### src/hw/clsc_regs.vh
// Register offsets, field positions, reset values and timing in ns
`ifndef CLSC_REGS_VH
`define CLSC_REGS_VH

// ----------------------------------------------------------------
// Register offsets
// ----------------------------------------------------------------
`define CLSC_ADDR_CONFIG 8'h03
`define CLSC_ADDR_MODE 8'h04
`define CLSC_ADDR_CRC_CNT_FIRST 8'h0A
`define CLSC_ADDR_CRC_CNT_SECOND 8'h0B
`define CLSC_ADDR_GPO_CFG 8'h0D
`define CLSC_ADDR_STATUS 8'h0E

// ----------------------------------------------------------------
// Field positions
// ----------------------------------------------------------------
`define CLSC_CFG_EDGE_BIT 0
`define CLSC_CFG_NO_PCLK_BIT 1
`define CLSC_GPO_SRC_LSB 0
`define CLSC_GPO_LOCAL_LSB 4

// ----------------------------------------------------------------
// Modes and reset values
// ----------------------------------------------------------------
`define CLSC_MODE_LF12 2'h0
`define CLSC_MODE_HF12 2'h1
`define CLSC_MODE_TEN 2'h2
`define CLSC_CONFIG_RST 8'h01
`define CLSC_MODE_RST 2'h0
`define CLSC_GPO_CFG_RST 8'h00
`define CLSC_LFSR_SEED 16'hACE1

// ----------------------------------------------------------------
// Frame layout and payload widths
// ----------------------------------------------------------------
`define CLSC_FRAME_BITS 28
`define CLSC_PAY_LF12 6'd14
`define CLSC_PAY_HF12 6'd21
`define CLSC_PAY_TEN 6'd24
`define CLSC_WORD_TWELVE 6'd14
`define CLSC_WORD_TEN 6'd12

// ----------------------------------------------------------------
// Timing
// ----------------------------------------------------------------
`define CLSC_CLK_PERIOD_NS 8
`define CLSC_PCLK_LOSS_NS 1000
`define CLSC_OSC_FRAME_NS 40

`endif

### src/hw/clsc_serializer.v
// Pixel serializer core: framing, clock fallback, CRC count, outputs
`timescale 1ns/100ps
`include "clsc_regs.vh"

module clsc_serializer #(
    parameter LOSS_NS = `CLSC_PCLK_LOSS_NS,
    parameter OSC_NS = `CLSC_OSC_FRAME_NS
) (
    input wire clk,
    input wire reset_n,
    input wire pixel_clock,
    input wire [11:0] pixel_data,
    input wire line_sync,
    input wire frame_sync,
    input wire power_down_n,
    input wire ext_osc_mode,
    input wire general_output_three_in,
    input wire ctrl_tx_bit,
    input wire bc_valid,
    input wire [7:0] bc_data,
    input wire [3:0] bc_crc,
    input wire [7:0] reg_addr,
    input wire [7:0] reg_wdata,
    input wire reg_write,
    input wire reg_read,
    output reg [7:0] reg_rdata_q,
    output reg [27:0] frame_word_q,
    output reg frame_valid_q,
    output reg link_enable_q,
    output reg [3:0] general_output_pin_q,
    output reg [3:0] general_output_oe_q
);

// ----------------------------------------------------------------
// Derived counts
// ----------------------------------------------------------------
localparam LOSS_CYC = (LOSS_NS + `CLSC_CLK_PERIOD_NS - 1)
    / `CLSC_CLK_PERIOD_NS;
localparam OSC_CYC = OSC_NS / `CLSC_CLK_PERIOD_NS;
localparam [15:0] LOSS_MAX = LOSS_CYC[15:0];
localparam [15:0] OSC_MAX = OSC_CYC[15:0];

// ----------------------------------------------------------------
// Functions
// ----------------------------------------------------------------
function [4:0] ones26;
    input [25:0] v;
    integer i;
    begin
        ones26 = 5'h00;
        for (i = 0; i < 26; i = i + 1) begin
            ones26 = ones26 + {4'h0, v[i]};
        end
    end
endfunction

function [3:0] crc4;
    input [7:0] d;
    integer i;
    reg [3:0] c;
    reg fb;
    begin
        c = 4'h0;
        for (i = 7; i >= 0; i = i - 1) begin
            fb = c[3] ^ d[i];
            c = {c[2:0], 1'b0} ^ {2'b00, fb, fb};
        end
        crc4 = c;
    end
endfunction

// ----------------------------------------------------------------
// Reset release and pin synchronisers
// ----------------------------------------------------------------
reg rst_s1_q, rst_n_q;
always @(posedge clk or negedge reset_n) begin
    if (!reset_n) begin
        rst_s1_q <= 1'b0;
        rst_n_q <= 1'b0;
    end else begin
        rst_s1_q <= 1'b1;
        rst_n_q <= rst_s1_q;
    end
end

reg [17:0] pin_s1_q, pin_s2_q;
reg pclk_s3_q, xclk_s3_q;
always @(posedge clk or negedge rst_n_q) begin
    if (!rst_n_q) begin
        pin_s1_q <= 18'h00000;
        pin_s2_q <= 18'h00000;
        pclk_s3_q <= 1'b0;
        xclk_s3_q <= 1'b0;
    end else begin
        pin_s1_q <= {general_output_three_in, ext_osc_mode, power_down_n,
            pixel_clock, frame_sync, line_sync, pixel_data};
        pin_s2_q <= pin_s1_q;
        pclk_s3_q <= pin_s2_q[14];
        xclk_s3_q <= pin_s2_q[17];
    end
end

wire pclk_s = pin_s2_q[14];
wire pd_active = ~pin_s2_q[15];
wire ext_mode = pin_s2_q[16];
wire xclk_rise = pin_s2_q[17] & ~xclk_s3_q;

// ----------------------------------------------------------------
// Registers
// ----------------------------------------------------------------
reg [7:0] config_q;
reg [1:0] mode_q;
reg [7:0] gpo_cfg_q;
reg [15:0] crc_cnt_q;
reg on_pclk_q;
wire edge_sel = config_q[`CLSC_CFG_EDGE_BIT];
wire no_pclk = config_q[`CLSC_CFG_NO_PCLK_BIT];
wire clr_cnt = reg_write && (reg_addr == `CLSC_ADDR_CRC_CNT_FIRST ||
    reg_addr == `CLSC_ADDR_CRC_CNT_SECOND);

always @(posedge clk or negedge rst_n_q) begin
    if (!rst_n_q) begin
        config_q <= `CLSC_CONFIG_RST;
        mode_q <= `CLSC_MODE_RST;
        gpo_cfg_q <= `CLSC_GPO_CFG_RST;
    end else if (reg_write) begin
        if (reg_addr == `CLSC_ADDR_CONFIG) begin
            config_q <= reg_wdata;
        end
        if (reg_addr == `CLSC_ADDR_MODE) begin
            mode_q <= reg_wdata[1:0];
        end
        if (reg_addr == `CLSC_ADDR_GPO_CFG) begin
            gpo_cfg_q <= reg_wdata;
        end
    end
end

always @(posedge clk or negedge rst_n_q) begin
    if (!rst_n_q) begin
        reg_rdata_q <= 8'h00;
    end else if (reg_read) begin
        case (reg_addr)
            `CLSC_ADDR_CONFIG: reg_rdata_q <= config_q;
            `CLSC_ADDR_MODE: reg_rdata_q <= {6'h00, mode_q};
            `CLSC_ADDR_CRC_CNT_FIRST: reg_rdata_q <= crc_cnt_q[7:0];
            `CLSC_ADDR_CRC_CNT_SECOND: reg_rdata_q <= crc_cnt_q[15:8];
            `CLSC_ADDR_GPO_CFG: reg_rdata_q <= gpo_cfg_q;
            `CLSC_ADDR_STATUS: reg_rdata_q <= {5'h00, ext_mode,
                pd_active, on_pclk_q};
            default: reg_rdata_q <= 8'h00;
        endcase
    end else begin
        reg_rdata_q <= 8'h00;
    end
end

// ----------------------------------------------------------------
// Back channel CRC check and remote values
// ----------------------------------------------------------------
wire bc_bad = bc_valid && (crc4(bc_data) != bc_crc);
reg [3:0] remote_q;
always @(posedge clk or negedge rst_n_q) begin
    if (!rst_n_q) begin
        crc_cnt_q <= 16'h0000;
        remote_q <= 4'h0;
    end else begin
        if (bc_bad) begin
            if (clr_cnt) begin
                crc_cnt_q <= 16'h0001;
            end else if (crc_cnt_q != 16'hFFFF) begin
                crc_cnt_q <= crc_cnt_q + 16'h0001;
            end
        end else if (clr_cnt) begin
            crc_cnt_q <= 16'h0000;
        end
        if (bc_valid && !bc_bad) begin
            remote_q <= bc_data[3:0];
        end
    end
end

// ----------------------------------------------------------------
// Pixel clock watch and internal oscillator fallback
// ----------------------------------------------------------------
wire p_rise = pclk_s & ~pclk_s3_q;
wire p_fall = ~pclk_s & pclk_s3_q;
wire p_edge = edge_sel ? p_rise : p_fall;
reg [15:0] loss_q;
reg [15:0] osc_q;
wire osc_tick = (osc_q == OSC_MAX - 16'h0001);

always @(posedge clk or negedge rst_n_q) begin
    if (!rst_n_q) begin
        loss_q <= 16'h0000;
        osc_q <= 16'h0000;
        on_pclk_q <= 1'b0;
    end else begin
        osc_q <= osc_tick ? 16'h0000 : osc_q + 16'h0001;
        if (p_rise || p_fall) begin
            loss_q <= 16'h0000;
            on_pclk_q <= ~no_pclk;
        end else if (loss_q == LOSS_MAX - 16'h0001) begin
            on_pclk_q <= 1'b0;
        end else begin
            loss_q <= loss_q + 16'h0001;
        end
        if (no_pclk) begin
            on_pclk_q <= 1'b0;
        end
    end
end

// ----------------------------------------------------------------
// Word packing per clock division
// ----------------------------------------------------------------
wire ten = (mode_q == `CLSC_MODE_TEN);
wire [5:0] word_w = ten ? `CLSC_WORD_TEN : `CLSC_WORD_TWELVE;
reg [5:0] pay_w;
always @* begin
    case (mode_q)
        `CLSC_MODE_HF12: pay_w = `CLSC_PAY_HF12;
        `CLSC_MODE_TEN: pay_w = `CLSC_PAY_TEN;
        default: pay_w = `CLSC_PAY_LF12;
    endcase
end

wire [13:0] pix_word = ten ?
    {2'b00, pin_s2_q[13:12], pin_s2_q[9:0]} : pin_s2_q[13:0];
reg [47:0] acc_q;
reg [5:0] cnt_q;
wire [47:0] acc_sum = acc_q | ({34'h0, pix_word} << cnt_q);
wire [5:0] cnt_sum = cnt_q + word_w;
wire take = on_pclk_q && p_edge && !pd_active;
wire emit_pix = take && (cnt_sum >= pay_w);
wire emit_osc = !on_pclk_q && osc_tick && !pd_active;
wire [23:0] pay_mask = ~(24'hFFFFFF << pay_w);
wire [23:0] payload = emit_pix ? (acc_sum[23:0] & pay_mask) : 24'h000000;

always @(posedge clk or negedge rst_n_q) begin
    if (!rst_n_q) begin
        acc_q <= 48'h0;
        cnt_q <= 6'h00;
    end else if (!on_pclk_q || pd_active) begin
        acc_q <= 48'h0;
        cnt_q <= 6'h00;
    end else if (take) begin
        if (emit_pix) begin
            acc_q <= acc_sum >> pay_w;
            cnt_q <= cnt_sum - pay_w;
        end else begin
            acc_q <= acc_sum;
            cnt_q <= cnt_sum;
        end
    end
end

// ----------------------------------------------------------------
// Frame build: scramble, balance, parity
// ----------------------------------------------------------------
reg [15:0] lfsr_q;
reg signed [7:0] disp_q;
wire [25:0] raw26 = {ctrl_tx_bit, ~on_pclk_q,
    payload ^ {lfsr_q[7:0], lfsr_q}};
wire [4:0] ones = ones26(raw26);
wire signed [7:0] word_disp = $signed({2'b00, ones, 1'b0}) - 8'sd26;
wire flip = (disp_q >= 0) ? (word_disp > 0) : (word_disp < 0);
wire [25:0] bal26 = flip ? ~raw26 : raw26;
wire [26:0] body = {flip, bal26};
wire emit = emit_pix || emit_osc;

always @(posedge clk or negedge rst_n_q) begin
    if (!rst_n_q) begin
        lfsr_q <= `CLSC_LFSR_SEED;
        disp_q <= 8'sd0;
        frame_word_q <= 28'hFFFFFFF;
        frame_valid_q <= 1'b0;
        link_enable_q <= 1'b0;
    end else begin
        link_enable_q <= ~pd_active;
        frame_valid_q <= emit;
        if (pd_active) begin
            frame_word_q <= 28'hFFFFFFF;
            disp_q <= 8'sd0;
            lfsr_q <= `CLSC_LFSR_SEED;
        end else if (emit) begin
            frame_word_q <= {^body, body};
            disp_q <= flip ? disp_q - word_disp : disp_q + word_disp;
            lfsr_q <= {lfsr_q[14:0], lfsr_q[15] ^ lfsr_q[13] ^
                lfsr_q[12] ^ lfsr_q[10]};
        end
    end
end

// ----------------------------------------------------------------
// General purpose outputs
// ----------------------------------------------------------------
reg xdiv_q;
wire [3:0] gpo_sel = gpo_cfg_q[`CLSC_GPO_SRC_LSB +: 4];
wire [3:0] gpo_loc = gpo_cfg_q[`CLSC_GPO_LOCAL_LSB +: 4];
wire [3:0] gpo_val = (gpo_sel & remote_q) | (~gpo_sel & gpo_loc);

always @(posedge clk or negedge rst_n_q) begin
    if (!rst_n_q) begin
        xdiv_q <= 1'b0;
        general_output_pin_q <= 4'h0;
        general_output_oe_q <= 4'h0;
    end else begin
        if (ext_mode && xclk_rise) begin
            xdiv_q <= ~xdiv_q;
        end
        if (ext_mode) begin
            general_output_pin_q <= {1'b0, xdiv_q, gpo_val[1:0]};
            general_output_oe_q <= 4'h7;
        end else begin
            general_output_pin_q <= gpo_val;
            general_output_oe_q <= 4'hF;
        end
    end
end

endmodule // clsc_serializer

### config.mk
export PLATFORM = sky130hd
export DESIGN_NAME = clsc_serializer
export DESIGN_NICKNAME = d
export VERILOG_FILES = /design/src/hw/clsc_serializer.v
export VERILOG_INCLUDE_DIRS = /design/src /design/src/hw
export SDC_FILE = /design/constraint.sdc
export NUM_CORES = 1
export LEC_CHECK = 0
export BUFFER_PORTS_ARGS = -buffer_cell sky130_fd_sc_hd__buf_4
export CAP_MARGIN = 20
export CORE_MARGIN = 2
export CORE_UTILIZATION = 60
export CTS_CLUSTER_DIAMETER = 200
export DETAILED_ROUTE_END_ITERATION = 7
export PLACE_DENSITY = 0.79
export SLEW_MARGIN = 20
export SYNTH_ARGS = -nofsm -noshare
export SYNTH_HDL_FRONTEND = slang
export SYNTH_SLANG_ARGS = --single-unit
### constraint.sdc
create_clock -name clk -period 8.85 [get_ports clk]
set_clock_uncertainty 0.2 [all_clocks]
set_input_delay 2.655 -clock clk [delete_from_list [all_inputs] [get_ports clk]]
set_output_delay 2.655 -clock clk [all_outputs]
set_load 0.005 [all_outputs]
# After elaboration in Yosys (flattened, before gate mapping)
# Index checks and enable logic that the tools add are counted.
# Widths: inputs -> output; s select.
[op_classes]
bitwise = 35
n_addsub = 33
n_shift = 3
reduce_logical = 24
muxes = 34
n_eq_ne = 14
magnitude_cmp = 4
[ops]
columns = ["op", "count"]
rows = [
  ["$mux 16", 9],
  ["$mux 48", 3],
  ["$add 5x1->5", 21],
  ["$mux 28", 2],
  ["$add 16x1->16 const B", 3],
  ["$or 48x48->48", 1],
  ["$pmux 8 s6", 1],
  ["$shl 14x6->48", 1],
  ["$shr 48x6->48", 1],
  ["$eq 8x4->1 const B", 4],
  ["$mux 8", 4],
  ["$reduce_xor 27->1", 1],
  ["$mux 26", 1],
  ["$not 26->26", 1],
  ["$and 24x24->24", 1],
  ["$mux 24", 1],
  ["$not 24->24", 1],
  ["$shl 24x6->24 const A", 1],
  ["$xor 24x24->24", 1],
  ["$xor 4x2->4", 6],
  ["$mux 6", 3],
  ["$eq 16x3->1 const B", 1],
  ["$eq 16x7->1 const B", 1],
  ["$ne 16x16->1 const B", 1],
  ["39 further kinds", 77],
]
[totals]
elab_cells = 172
reg_bits = 236
input_bits = 52
output_inout_bits = 46

# Longest topological paths before layout
[logic_depth]
ltp_word = 40
depth_mapped = 52
mapped_depth_nobuf = 47

# Worst setup path after synthesis
# OpenSTA, ideal clock, no wires.
[synth_path]
kind = "register -> register"
startpoint = "register mode_q[0]"
endpoint = "register disp_q[7]"
t_required_ps = 8532
arrival_ps = 11404
path_buffers = 7
setup_time_ps = 118
path_slack_ps = -2872
period_less_slack_ps = 11722
path_stages_with_launch = 50
path_cell_list = "dfrtp_1 > inv_1 > ha_1 > inv_1 > buf_1 > buf_1 > clkbuf_1 > clkbuf_1 > fa_1 > a211oi_1 > o221ai_1 > o31ai_1 > buf_2 > nor2_1 > clkbuf_1 > nand2_1 > xor2_1 > inv_1 > [... 14 more ...] > ha_1 > a21oi_1 > inv_1 > xnor3_1 > nor2_1 > o211ai_1 > a21oi_1 > clkbuf_1 > o31ai_1 > xor2_1 > ha_1 > o21ai_0 > nand2b_1 > a21o_1 > a21o_1 > nand3_1 > o21ai_0 > a21o_1"
[synth_between]
elab_chain_cells = 38
word_cells_on_any_way = 51
classes_between = "add/sub: 29; order compare: 3; eq/ne: 3; shift: 2; mux: 8; bitwise: 4; reduce/logical: 2"
[synth_lines]
columns = ["element", "line", "text"]
rows = [
  ["from (decl)", "clsc_serializer.v:112", "reg [1:0] mode_q;"],
  ["from (signal assigned)", "clsc_serializer.v:124", "mode_q <= `CLSC_MODE_RST;"],
  ["from (signal assigned)", "clsc_serializer.v:131", "mode_q <= reg_wdata[1:0];"],
  ["$eq 2x2->1 / $eq 2x1->1 (equally long branches)", "clsc_serializer.v:221", "case (mode_q)"],
  ["$mux 2 (no source line) (tied with other cells)", "--", ""],
  ["$add 6x4->6 (tied with other cells)", "clsc_serializer.v:233", "wire [5:0] cnt_sum = cnt_q + word_w;"],
  ["$ge 6x6->1 (tied with other cells)", "clsc_serializer.v:235", "wire emit_pix = take && (cnt_sum >= pay_w);"],
  ["$logic_and 1x1->1 / $and 24x24->24 (equally long branches)", "clsc_serializer.v:235, clsc_serializer.v:238", ""],
  ["$mux 24", "clsc_serializer.v:238", "wire [23:0] payload = emit_pix ? (acc_sum[23:0] & pay_mask) : 24'h000000;"],
  ["$xor 24x24->24", "clsc_serializer.v:264", "payload ^ {lfsr_q[7:0], lfsr_q}};"],
  ["$add 1x1->2", "clsc_serializer.v:52", "ones26 = ones26 + {4'h0, v[i]};"],
  ["[... 2 more ...]", "--", ""],
  ["$add 4x1->5", "clsc_serializer.v:52", ""],
  ["$add 5x1->5 (21 in a row)", "clsc_serializer.v:52", ""],
  ["$sub 6x5->7", "clsc_serializer.v:266", "wire signed [7:0] word_disp = $signed({2'b00, ones, 1'b0}) - 8'sd26;"],
  ["$lt 7x1->1 / $gt 7x1->1 (equally long branches)", "clsc_serializer.v:267", "wire flip = (disp_q >= 0) ? (word_disp > 0) : (word_disp < 0);"],
  ["$mux 1", "clsc_serializer.v:267", ""],
  ["$mux 8", "clsc_serializer.v:288", "disp_q <= flip ? disp_q - word_disp : disp_q + word_disp;"],
  ["$mux 8", "clsc_serializer.v:286", "end else if (emit) begin"],
  ["$mux 8", "clsc_serializer.v:282", "if (pd_active) begin"],
  ["to (signal assigned)", "clsc_serializer.v:288", ""],
  ["to (decl)", "clsc_serializer.v:262", "reg signed [7:0] disp_q;"],
]
# Several ways; a longest one is shown, not always the timed one. The select of a mux whose other input is x is not followed.
# A chain may end at the register's enable or synchronous reset.

# Final worst setup path
[layout_path]
startpoint = "register mode_q[1]"
endpoint = "register disp_q[7]"
# Same word-level chain as after synthesis.

==> metrics.log <==
[metrics] status: finished, violations left
[metrics] violations in the final reports: setup timing
[metrics] number of vias after detailed routing: 15,700
[metrics] clock tree sinks: 233
[metrics] GRT Util Overall: 39.6%
[metrics] overall die height: 170 um
[metrics] worst setup slack after layout: -1.34 ns
[metrics] antenna diode count: 0
[metrics] CTS max path bufs: 3
[metrics] global-route wire length before repair: 87,500 um
[metrics] Cell variety after synth: 92
[metrics] Slowest Stage Delay on Critical Path: 0.56 ns
[metrics] warnings from Yosys: 0
[metrics] prevailing post-synth register cell: sky130_fd_sc_hd__dfrtp_1
[metrics] Worst Hold Margin: 0.0541 ns
[metrics] final count of hold timing violations: 0
[metrics] Core Box Area: 27,000 um^2
[metrics] vias in the first global route: 15,200
[metrics] estimated wirelength of the detail-placed design: 40,500 um
[metrics] Iter 0 DRT Violations: 1,949
[metrics] Post-Synthesis Cells: 1,740
[metrics] setup repair after global routing missed its margin: yes
[metrics] hold buffer count at cts: 0
[metrics] area share of the leading cell type in the synthesized netlist: 29.8%
[metrics] I/O pins: 98
[metrics] Final nets: 2,100
[metrics] Worst Path Required: 9.11 ns
[metrics] number of placement rows: 60
[metrics] overall die width: 170 um
[metrics] relative area change from synthesis to final layout: 23.3%
[metrics] via density per instance: 6.67
[metrics] final routed wire length divided by cell count: 24.7 um
[metrics] drt pass-1 iters: 7
[metrics] leading post-synthesis cells by cell area: sky130_fd_sc_hd__dfrtp_1 (30%), sky130_fd_sc_hd__dfstp_2 (5.9%), sky130_fd_sc_hd__mux2_2 (4.7%)
[metrics] H-tree level count: 1
[metrics] shortest period the worst path allows: 10.19 ns
[metrics] CTS tree: yes
[metrics] worst setup path class: reg2reg
[metrics] antenna-violating nets left: 0
[metrics] DIE AREA: 28,700 um^2
[metrics] pin slew with the least headroom to its limit: 1.15 ns
[metrics] # port buffers: 97
[metrics] Avg Cell Area, Syn: 9.45 um^2
[metrics] type of origin of the critical path: register
[metrics] clock tree root buffer cell: sky130_fd_sc_hd__clkbuf_16
[metrics] ys async rst share: 100%
[metrics] endpoint kind of the worst setup timing path: register
[metrics] number of setup violations in the final report: 34
[metrics] proportion of layout cells with a drive suffix above 1: 29.0%
[metrics] Highest Clock Rate: 98.1 MHz
[metrics] Clock Pin Slew Worst Setup and Hold Paths: 0.06 ns
[metrics] number of enable-type register cells in the synthesized netlist: 0
[metrics] CP delay by family, top: adder cells
[metrics] non-filler instance count after layout: 2,352
[metrics] placed cell count: 2,276
[metrics] crit path DAT: 10.45 ns
[metrics] max_cap viols: 0
[metrics] Critical Path Most Common Cell: sky130_fd_sc_hd__fa_1
[metrics] max-slew violations: 0
[metrics] Worst path slowest cell: sky130_fd_sc_hd__fa_1
[metrics] final worst-path cycle share: 115%
[metrics] maximum number of pins on one net before global-route repair: 81
[metrics] post-synth design cell area: 16,400 um^2
[metrics] worst reg2reg startpoint: mode_q[1]$_DFFE_PN0P_
[metrics] worst reg2reg path endpoint: disp_q[7]$_DFFE_PN0N_
[metrics] Num CTS Buffers: 26
[metrics] antenna violations before repair: 1
[metrics] Fin Setup TNS: -17.99 ns
[metrics] flip-flop and latch count after synthesis: 233
[metrics] total grt overflow: 0
[metrics] later-pin clock latency in the skew report: 0.58 ns
[metrics] worst-case register-to-register setup slack: -1.34 ns
[metrics] buffering stage count on the worst path with inverters included: 9
[metrics] Critical Path Fanout Max: 5
[metrics] post-synthesis cell type with the largest combined area: sky130_fd_sc_hd__dfrtp_1
[metrics] detailed-route DRC error count: 0
[metrics] relative slew slack: 23.4%
[metrics] initial core utilization: 61.0%
[metrics] type of the worst min-delay path: reg2async
[metrics] share of the yosys chip area belonging to registers: 35.8%
[metrics] gpl congestion: 1.01
[metrics] worst reg-to-reg path cell count: 44
[metrics] Routed Wire Length: 58,000 um
==> registers in the layout, indices dropped and copies added (netlist names), 6 cells and up <==
| register | cells |
|---|---|
| pin_s1_q | 18 |
| reg_rdata_q | 8 |
| gpo_cfg_q | 8 |
| pin_s2_q | 18 |
| osc_q | 16 |
| config_q | 8 |
| disp_q | 7 |
| cnt_q | 6 |
| crc_cnt_q | 16 |
| lfsr_q | 16 |
| frame_word_q | 28 |
| loss_q | 16 |
| acc_q | 48 |
==> cells in the mapped netlist (all sizes together), types with 10 or more instances <==
library cell and number:
dfrtp 196, o31ai 13, buf 29, o21ai 86, inv 65, ha 37
and2 32, mux2i 65, a221o 10, mux4 25, a22oi 19, and3 15
nor3 49, xnor3 11, a22o 15, mux2 71, a31oi 13, a21o 22
nand2 156, a211o 11, nand2b 10, o211ai 17, xnor2 80, nor2b 11
fa 20, o221ai 13, xor2 43, o21a 14, a21oi 121, dfstp 37
nand3 61, clkbuf 78, a211oi 32, nor2 131
==> layout make-up <==
class	instances	area, um^2
Clock inverter	10	123
Fill cell	1818	6690
Multi-Input combinational cell	1332	10200
Timing Repair Buffer	329	2590
Sequential cell	233	5880
Tap cell	341	427
Clock buffer	38	747
Inverter	69	268
==> worst max path at each step <==
stage                          startpoint                     to  slack [ns]  cells after the start
floorplan           mode_q[0]$_DFFE_PN0P_  disp_q[7]$_DFFE_PN0N_       -1.33                     49
global placement    mode_q[0]$_DFFE_PN0P_  disp_q[6]$_DFFE_PN0N_       -0.89                     44
detailed placement  mode_q[0]$_DFFE_PN0P_  disp_q[7]$_DFFE_PN0N_       -1.10                     46
CTS                 mode_q[1]$_DFFE_PN0P_  disp_q[7]$_DFFE_PN0N_       -0.88                     44
global route        mode_q[1]$_DFFE_PN0P_  disp_q[7]$_DFFE_PN0N_       -1.75                     45
finish              mode_q[1]$_DFFE_PN0P_  disp_q[7]$_DFFE_PN0N_       -1.34                     44
==> timing repair <==
action,4_1_cts,5_1_grt
pin swaps,42,41
setup endpoints to repair,31,34
setup buffers,20,12
gates cloned,2,0
gates resized for setup,46,21
==> logic make-up after synthesis <==
kind of cell	count (synthesis)	share of synthesized area, %
buffers and inverters	176	4.41
multiplexers	161	12.3
other	1	0.0228
adder cells (fa/ha/maj)	57	5.25
AND/OR/NAND/NOR	514	14.7
flip-flops	233	35.8
AO/OA/AOI/OAI	462	19.0
XOR/XNOR	136	8.56
==> layout by cell type, fill, tap and decap left out, types with 12 or more instances in the layout <==
master and n:
sky130_fd_sc_hd__inv_1 50, sky130_fd_sc_hd__ha_1 24, sky130_fd_sc_hd__mux2_2 66, sky130_fd_sc_hd__clkbuf_16 27
sky130_fd_sc_hd__xor2_1 37, sky130_fd_sc_hd__mux2i_1 65, sky130_fd_sc_hd__inv_2 12, sky130_fd_sc_hd__and3_1 15
sky130_fd_sc_hd__nor3_1 47, sky130_fd_sc_hd__a211oi_1 30, sky130_fd_sc_hd__nor2_1 124, sky130_fd_sc_hd__o21a_1 14
sky130_fd_sc_hd__xnor2_1 72, sky130_fd_sc_hd__a31oi_1 13, sky130_fd_sc_hd__buf_4 313, sky130_fd_sc_hd__mux4_2 25
sky130_fd_sc_hd__o21ai_0 68, sky130_fd_sc_hd__o211ai_1 17, sky130_fd_sc_hd__a22oi_1 19, sky130_fd_sc_hd__o221ai_1 12
sky130_fd_sc_hd__dfrtp_1 195, sky130_fd_sc_hd__nand3_1 60, sky130_fd_sc_hd__fa_1 17, sky130_fd_sc_hd__o21ai_1 15
sky130_fd_sc_hd__a21oi_1 116, sky130_fd_sc_hd__a21o_1 22, sky130_fd_sc_hd__nand2_1 154, sky130_fd_sc_hd__dfstp_2 37
sky130_fd_sc_hd__and2_1 32, sky130_fd_sc_hd__a22o_1 15
==> per-stage QoR <==
| step | util (%) | setup slack [ns] | instance area, um^2 |
|---|---|---|---|
| 2_1_floorplan | - | -1.33 | 16700 |
| 3_3_place_gp | 69.9 | -0.890 | 18800 |
| 3_5_place_dp | 69.9 | -1.10 | 18800 |
| 4_1_cts | 74.6 | -0.880 | 20100 |
| 5_1_grt | 75.2 | -1.75 | 20300 |
| 6_report | 75.2 | -1.34 | 20300 |
==> layer usage <==
metal	up-vias	global-route usage, %	wire (um)
met2	1027	60.1	25700
met1	7613	53.8	22400
li1	6817	-	-
met3	242	11.0	6960
met4	0	16.2	2890
met5	-	0	0
==> worst reg2reg max path, delay by kind of cell (launching register included) <==
family | cells | cell delay (ns)
xor+xnor | 3 | 0.67
mux | 1 | 0.32
flops | 1 | 0.43
simple gates | 4 | 0.43
buf+inv | 9 | 0.65
compound gates | 13 | 2.42
fa+ha+maj | 14 | 4.97
Power is left out: the tool's default activity adds up to more than one toggle a clock period on the data nets, which glitch-free logic cannot reach.
